## config.mk

```make
export PLATFORM = sky130hd
export DESIGN_NAME = scetmr_top
export DESIGN_NICKNAME = d
export VERILOG_FILES = /design/src/logic/scetmr_pkg.sv /design/src/logic/scetmr_top.sv
export SDC_FILE = /design/constraint.sdc
export NUM_CORES = 1
export LEC_CHECK = 0
export BUFFER_PORTS_ARGS = -buffer_cell sky130_fd_sc_hd__buf_2
export CORE_AREA = 5 5 129 131
export CTS_CLUSTER_DIAMETER = 200
export CTS_CLUSTER_SIZE = 30
export DETAILED_ROUTE_END_ITERATION = 6
export DIE_AREA = 0 0 134 136
export GPL_ROUTABILITY_DRIVEN = 0
export HOLD_SLACK_MARGIN = 0.08
export PLACE_DENSITY = 0.87
export SETUP_SLACK_MARGIN = 0.3
export SYNTH_ARGS = -nofsm -noshare
export SYNTH_HDL_FRONTEND = slang
export SYNTH_SLANG_ARGS = --single-unit
export TNS_END_PERCENT = 10
```

## constraint.sdc

```tcl
create_clock -name ref_clk -period 8.48 [get_ports ref_clk]
set_clock_uncertainty 0.1 [all_clocks]
set_input_delay 1.696 -clock ref_clk [delete_from_list [all_inputs] [get_ports ref_clk]]
set_output_delay 1.696 -clock ref_clk [all_outputs]
set_load 0.1 [all_outputs]
```

## src/logic/scetmr_pkg.sv

```systemverilog
/*
 * Constants and carrier types for the slow clock elapsed timer.
 * Assumes one clock (ref_clk) with the slow clock rate delivered as an
 * enable pulse, and the calendar 1 Hz tick as a one-cycle enable pulse.
 */
//
// Contract
// - 32-bit counter advances on 16-bit prescaler roll-over.
// - counter wraps from all ones to zero.
// - divisor 8000 hex gives one second.
// - calib select uses calendar tick for counter.
// - increment flag set on every prescaler roll-over.
// - alarm flag set when count equals alarm.
// - alarm value resets to all ones.
// - status read clears both flags.
// - flag clear lands two slow cycles later.
// - count value readable at any time.
// - restart reloads prescaler and zeroes counter.
// - timer off bit stops all counting.
// - divisor zero means 65536 slow periods.
// - interrupt is enabled flags ored together.
package scetmr_pkg;

   // ************************************************************
   // register map
   // ************************************************************
   localparam logic [3:0]  SCETMR_OFS_CTRL   = 4'h0;
   localparam logic [3:0]  SCETMR_OFS_ALARM  = 4'h4;
   localparam logic [3:0]  SCETMR_OFS_VALUE  = 4'h8;
   localparam logic [3:0]  SCETMR_OFS_STATUS = 4'hC;

   localparam logic [31:0] SCETMR_CTRL_RESET  = 32'h0000_8000;
   localparam logic [31:0] SCETMR_ALARM_RESET = 32'hFFFF_FFFF;
   localparam logic [31:0] SCETMR_ZERO        = 32'h0000_0000;

   // ************************************************************
   // control and status field positions
   // ************************************************************
   localparam int SCETMR_POS_ALM_IEN = 16;
   localparam int SCETMR_POS_INC_IEN = 17;
   localparam int SCETMR_POS_RESTART = 18;
   localparam int SCETMR_POS_OFF     = 20;
   localparam int SCETMR_POS_CALIB   = 24;
   localparam int SCETMR_POS_ALMFLAG = 0;
   localparam int SCETMR_POS_INCFLAG = 1;

   // ************************************************************
   // timing
   // ************************************************************
   localparam real SCETMR_CLK_MHZ    = 125.0;
   localparam real SCETMR_SLOW_KHZ   = 32.768;
   // slow clock enable period in ref_clk cycles, rounded down
   localparam int  SCETMR_SLOW_DIV   =
      int'($floor(SCETMR_CLK_MHZ * 1000.0 / SCETMR_SLOW_KHZ));
   localparam int  SCETMR_CLR_DELAY  = 2;

   typedef struct packed {
      logic        calib_second_select;
      logic        timer_off_bit;
      logic        increment_irq_enable;
      logic        alarm_irq_enable;
      logic [15:0] prescale_divisor;
   } scetmr_ctrl_type;

   typedef struct packed {
      logic increment_flag;
      logic alarm_flag;
   } scetmr_flags_type;

endpackage

```

## src/logic/scetmr_top.sv

```systemverilog
/*
 * Slow clock elapsed timer: prescaler, 32-bit count, alarm and flags,
 * with a plain register port.
 * Assumes bus strobes synchronous to ref_clk, one cycle long, and a
 * calendar tick input already one ref_clk cycle wide.
 */
// Local design decisions: the placing of the registers and the strobed register port.
`timescale 1ns/1ps
module scetmr_top
   import scetmr_pkg::*;
#(
   parameter int SLOW_DIV = SCETMR_SLOW_DIV
) (
   // clock and reset
   input  wire logic        ref_clk,
   input  wire logic        rst_b,
   // register port
   input  wire logic [3:0]  reg_addr,
   input  wire logic [31:0] reg_wdata,
   input  wire logic        reg_wr,
   input  wire logic        reg_rd,
   output      logic [31:0] reg_rdata,
   // calendar second tick
   input  wire logic        calib_tick,
   // interrupt and observation
   output      logic        timer_irq,
   output      logic        slow_tick
);

   // ************************************************************
   // registers
   // ************************************************************
   scetmr_ctrl_type  ctrl_reg;
   logic [31:0]      alarm_value_reg;
   logic [31:0]      count_reg;
   logic [15:0]      presc_reg;
   scetmr_flags_type flags_reg;
   logic [1:0]       clr_pend_reg;
   logic             restart_reg;
   logic [31:0]      rdata_reg;
   logic [31:0]      slow_div_reg;
   logic             calib_pend_reg;

   // ************************************************************
   // decode
   // ************************************************************
   wire wr_ctrl   = reg_wr && (reg_addr == SCETMR_OFS_CTRL);
   wire wr_alarm  = reg_wr && (reg_addr == SCETMR_OFS_ALARM);
   wire rd_status = reg_rd && (reg_addr == SCETMR_OFS_STATUS);

   // slow clock rate as an enable pulse
   wire slow_en = (slow_div_reg == 32'(SLOW_DIV - 1));
   wire run     = !ctrl_reg.timer_off_bit;
   wire step    = slow_en && run;

   // divisor of zero rolls over every 65536 slow periods
   wire [15:0] presc_last = ctrl_reg.prescale_divisor - 16'h0001;
   wire        rollover   = step && (presc_reg == presc_last);

   wire count_adv = ctrl_reg.calib_second_select ?
                    (step && calib_pend_reg) : rollover;
   wire [31:0] count_next = count_reg + 32'h0000_0001;

   wire alarm_hit = step && (count_reg == alarm_value_reg);

   scetmr_flags_type flags_next;
   always_comb begin
      flags_next = flags_reg;
      // pending clear lands on its second slow edge
      if (step && clr_pend_reg == 2'(SCETMR_CLR_DELAY)) begin
         flags_next = '0;
      end
      if (rollover) begin
         flags_next.increment_flag = 1'b1;
      end
      if (alarm_hit) begin
         flags_next.alarm_flag = 1'b1;
      end
   end

   wire [31:0] ctrl_word = {7'h00, ctrl_reg.calib_second_select,
                            3'h0, ctrl_reg.timer_off_bit, 1'b0, 1'b0,
                            ctrl_reg.increment_irq_enable,
                            ctrl_reg.alarm_irq_enable,
                            ctrl_reg.prescale_divisor};

   // single clock, so reads see count and flags directly
   logic [31:0] rd_mux;
   always_comb begin
      case (reg_addr)
         SCETMR_OFS_CTRL:   rd_mux = ctrl_word;
         SCETMR_OFS_ALARM:  rd_mux = alarm_value_reg;
         SCETMR_OFS_VALUE:  rd_mux = count_reg;
         SCETMR_OFS_STATUS: rd_mux = {30'h0000_0000, flags_reg};
         default:           rd_mux = SCETMR_ZERO;
      endcase
   end

   // ************************************************************
   // slow enable divider
   // ************************************************************
   always_ff @(posedge ref_clk or negedge rst_b) begin
      if (!rst_b) begin
         slow_div_reg <= SCETMR_ZERO;
      end else if (slow_en) begin
         slow_div_reg <= SCETMR_ZERO;
      end else begin
         slow_div_reg <= slow_div_reg + 32'h0000_0001;
      end
   end

   // ************************************************************
   // control and alarm registers
   // ************************************************************
   always_ff @(posedge ref_clk or negedge rst_b) begin
      if (!rst_b) begin
         ctrl_reg        <= '0;
         ctrl_reg.prescale_divisor <= SCETMR_CTRL_RESET[15:0];
         alarm_value_reg <= SCETMR_ALARM_RESET;
      end else begin
         if (wr_ctrl) begin
            ctrl_reg.prescale_divisor     <= reg_wdata[15:0];
            ctrl_reg.alarm_irq_enable     <= reg_wdata[SCETMR_POS_ALM_IEN];
            ctrl_reg.increment_irq_enable <= reg_wdata[SCETMR_POS_INC_IEN];
            ctrl_reg.timer_off_bit        <= reg_wdata[SCETMR_POS_OFF];
            ctrl_reg.calib_second_select  <= reg_wdata[SCETMR_POS_CALIB];
         end
         if (wr_alarm) begin
            alarm_value_reg <= reg_wdata;
         end
      end
   end

   // ************************************************************
   // prescaler, counter, flags
   // ************************************************************
   always_ff @(posedge ref_clk or negedge rst_b) begin
      if (!rst_b) begin
         restart_reg    <= 1'b0;
         presc_reg      <= 16'h0000;
         count_reg      <= SCETMR_ZERO;
         flags_reg      <= '0;
         clr_pend_reg   <= 2'b00;
         calib_pend_reg <= 1'b0;
      end else begin
         restart_reg <= wr_ctrl && reg_wdata[SCETMR_POS_RESTART];
         // hold a calendar tick until the next slow step takes it
         if (calib_tick) begin
            calib_pend_reg <= 1'b1;
         end else if (step) begin
            calib_pend_reg <= 1'b0;
         end
         // restart acts the cycle after the write, new divisor in place
         if (restart_reg) begin
            presc_reg <= 16'h0000;
            count_reg <= SCETMR_ZERO;
         end else begin
            if (rollover) begin
               presc_reg <= 16'h0000;
            end else if (step) begin
               presc_reg <= presc_reg + 16'h0001;
            end
            if (count_adv) begin
               count_reg <= count_next;
            end
         end
         flags_reg <= flags_next;
         if (rd_status) begin
            clr_pend_reg <= 2'b01;
         end else if (step && clr_pend_reg != 2'b00) begin
            clr_pend_reg <= (clr_pend_reg == 2'(SCETMR_CLR_DELAY)) ?
                            2'b00 : clr_pend_reg + 2'b01;
         end
      end
   end

   // ************************************************************
   // outputs
   // ************************************************************
   always_ff @(posedge ref_clk or negedge rst_b) begin
      if (!rst_b) begin
         rdata_reg <= SCETMR_ZERO;
         timer_irq <= 1'b0;
         slow_tick <= 1'b0;
      end else begin
         rdata_reg <= reg_rd ? rd_mux : SCETMR_ZERO;
         timer_irq <= (flags_next.increment_flag &&
                       ctrl_reg.increment_irq_enable) ||
                      (flags_next.alarm_flag &&
                       ctrl_reg.alarm_irq_enable);
         slow_tick <= step;
      end
   end

   assign reg_rdata = rdata_reg;

endmodule // scetmr_top

```

==> flow_metrics.env <==
export IMPL_gr_usage_all_layers_pct=24.8
export IMPL_synth_top_area_share_pct=38.8
export IMPL_max_freq_mhz=242
export IMPL_synth_area_leaders="dfrtp_1 (39%), dfstp_2 (9.7%), xnor2_1 (7.0%)"
export IMPL_wl_per_cell_um=19.3
export IMPL_max_stage_delay_ns=0.54
export IMPL_clockPowerShare_pct=38.3
export IMPL_first_pass_iters=5
export IMPL_antenna_found_initial=0
export IMPL_cts_buffers_inserted=17
export IMPL_grt_pass1_wl_um=35900
export IMPL_reg2reg_slack_ns=4.35
export IMPL_area_growth_pct=12.6
export IMPL_cts_num_sinks=172
export IMPL_worstReg2RegStart="ctrl_reg[0]"
export IMPL_max_vdd_ir_drop_mv=0.158
export IMPL_num_vias=6986
export IMPL_drv_cap=0
export IMPL_critPathMostFrequentCell="mux2_1"
export IMPL_fin_nets=970
export IMPL_relSlewSlack_pct=21.4
export IMPL_io_buffers=74
export IMPL_seq_area_frac_synth_pct=48.5
export IMPL_cp_cell_sequence="inv_1, ha_1, or4b_4, nor4_2, mux2_1, mux2i_1, o21a_1, nor3_2, nor2_2, buf_4, nor4_1, mux2_1"
export IMPL_path_class="flop to flop"
export IMPL_whs_ns=0.378
export IMPL_internal_power_w=0.00155
export IMPL_cts_resized=0
export IMPL_num_rows=46
export IMPL_hp_start="slow_div_reg[31]"
export IMPL_first_global_vias=7042
export IMPL_synthDistinctLibCells=64
export IMPL_floorplan_initialDensity_pct=57.9
export IMPL_dpl_hpwl_um=15000
export IMPL_worstSkewPairLatency_ns=0.43
export IMPL_async_flop_share_pct=100
export IMPL_ys_ff_latch=172
export IMPL_ys_flop_type="dfrtp_1"
export IMPL_die_y_um=136
export IMPL_cpMaxStageDelayCell="or4b_4"
export IMPL_grt_max_degree=107
export IMPL_drv_slew=0
export IMPL_cts_setup_buffers=0
export IMPL_fp_dieW_um=134
export IMPL_boundaryPins=75
export IMPL_crit_required_ns=8.68
export IMPL_finalHoldViolations=0
export IMPL_n_antenna_cell=0
export IMPL_ys_warn_count=0
export IMPL_layout_drive_gt1_share_pct=23.1
export IMPL_r2r_cells=12
export IMPL_worstMarginPinSlew_ns=1.18
export IMPL_p_sw_w=0.000596
export IMPL_syn_avg_cell_area_sq_um=10.3
export IMPL_synthesis_nets=914
export IMPL_vias_per_cell=6.19
export IMPL_drc=0
export IMPL_grt_setup_unrepaired="no"
export IMPL_drt_iter0_drc=687
export IMPL_crit_path_start_kind="flop"
export IMPL_endpoint="count_reg[9]"
export IMPL_crit_arrival_ns=4.34
export IMPL_hold_class="flop to flop"
export IMPL_status="finished, final reports clean"
export IMPL_synth_edf_count=0
export IMPL_cts_buffer_depth=2
export IMPL_clk_pin_slew_ns=0.06
export IMPL_leakage_nw=4.39
export IMPL_min_period_ns=4.13
export IMPL_setup_viol=0
export IMPL_core_area_sq_um=15500
export IMPL_reg2reg_to="count_reg[9]"
export IMPL_cts_tree="built"
export IMPL_drt_antenna_violating_nets=0
export IMPL_clockRootBuffer="clkbuf_16"
export IMPL_pwr_share_comb_pct=14.9
export IMPL_crit_start="ctrl_reg[0]"
export IMPL_syn_area_sq_um=8970
export IMPL_htreeDepth=4
export IMPL_crit_fanout=25
export IMPL_synth_largest_area_cell="dfrtp_1"
export IMPL_synth_cells=868
export IMPL_grt_overflow=0
export IMPL_tns_ns=0
export IMPL_die_area_sq_um=18200
export IMPL_powerDensity_nw_per_um2=213
export IMPL_wirelength_um=21800
export IMPL_crit_path_end_kind="flop"
export IMPL_seqPwrFrac_pct=46.8
export IMPL_cts_hold_buf=0
export IMPL_swShare_pct=27.7
export IMPL_period_share_pct=48.8
## power by group through the flow
stage                     registers [W]  clock network, W  logic [W]
after floorplan                0.000995                 0   0.000235
after global placement          0.00101                 0   0.000306
after detailed placement        0.00102                 0   0.000314
after CTS                       0.00100          0.000836   0.000319
after global routing            0.00101          0.000870   0.000349
final                           0.00101          0.000825   0.000320
## cells by family after synthesis
| kind of cell | synth area share (%) |
|---|---|
| AOI/OAI and AO/OA | 8.90 |
| xor gates and xnor gates | 9.28 |
| adders and majority gates | 0.698 |
| buffers and inverters | 2.69 |
| DFF | 48.5 |
| muxes | 9.52 |
| and+or+nand+nor | 20.4 |
## final cells by class
cell class / instances / area (sq um)
Clock buffer: 21 / 470
Clock inverter: 11 / 155
Fill cell: 1148 / 5390
Inverter: 17 / 63.8
Multi-Input combinational cell: 635 / 4390
Sequential cell: 172 / 4350
Tap cell: 192 / 240
Timing Repair Buffer: 81 / 429
## through the flow
| stage | setup slack, ns | instance area, sq um | total power, W | cells | util (%) |
|---|---|---|---|---|---|
| floorplan | 4.98 | 8970 | 0.00123 | 868 | - |
| global placement | 4.60 | 9470 | 0.00132 | 1097 | 61.1 |
| detailed placement | 4.46 | 9470 | 0.00133 | 1097 | 61.1 |
| CTS | 4.41 | 10100 | 0.00216 | 1129 | 65.2 |
| global route | 4.15 | 10100 | 0.00223 | 1129 | 65.2 |
| finish | 4.35 | 10100 | 0.00215 | 1129 | 65.2 |
## cell usage after synthesis, drive strengths merged, types with 11 or more instances
library cell  count
dfstp            33
nor4             15
nand2            51
nand3            31
a22oi            13
xor2             23
mux2             56
xnor2            72
mux2i            20
and3             19
nand4            30
nor3             14
nor2            101
dfrtp           139
a21oi            47
nor2b            11
or3              15
inv              17
clkbuf           39
o21ai            17
## routing by layer
| metal | vias to the layer above | share of wire (%) | GRT usage, % |
|---|---|---|---|
| met5 | - | 0 | 0 |
| met1 | 3458 | 44 | 33.6 |
| li1 | 3185 | - | - |
| met3 | 47 | 6.9 | 5.96 |
| met2 | 296 | 47 | 39.4 |
| met4 | 0 | 2.4 | 8.57 |
## cells in the final DEF (no fill, tap or decap), types with 20 or more instances in the layout
| cell type | Yosys | final |
|---|---|---|
| buf_2 | 4 | 73 |
| xor2_1 | 23 | 23 |
| dfstp_2 | 33 | 33 |
| nor2_1 | 101 | 100 |
| mux2_2 | 52 | 52 |
| nand4_1 | 30 | 30 |
| xnor2_1 | 72 | 72 |
| mux2i_1 | 20 | 20 |
| nand2_1 | 50 | 50 |
| dfrtp_1 | 139 | 139 |
| nand3_1 | 31 | 31 |
| a21oi_1 | 47 | 47 |
## worst min-delay path by stage
stage	endpoint	cells past startpoint	slack [ns]
floorplan	slow_div_reg[31]	1	0.35
global placement	slow_div_reg[31]	1	0.37
detailed placement	slow_div_reg[31]	1	0.38
CTS	slow_div_reg[31]	1	0.39
global route	slow_div_reg[31]	1	0.41
finish	slow_div_reg[31]	1	0.38
## worst max-delay path: cells and delay by family (launching register included)
kind	cells	cell delay [ns]
AND/OR/NAND/NOR	5	1.64
multiplexers	3	0.81
flip-flops	1	0.49
buffers and inverters	2	0.47
adder cells (fa/ha/maj)	1	0.27
AO/OA/AOI/OAI	1	0.21
Note: power is estimated with default switching activity, not from simulation.
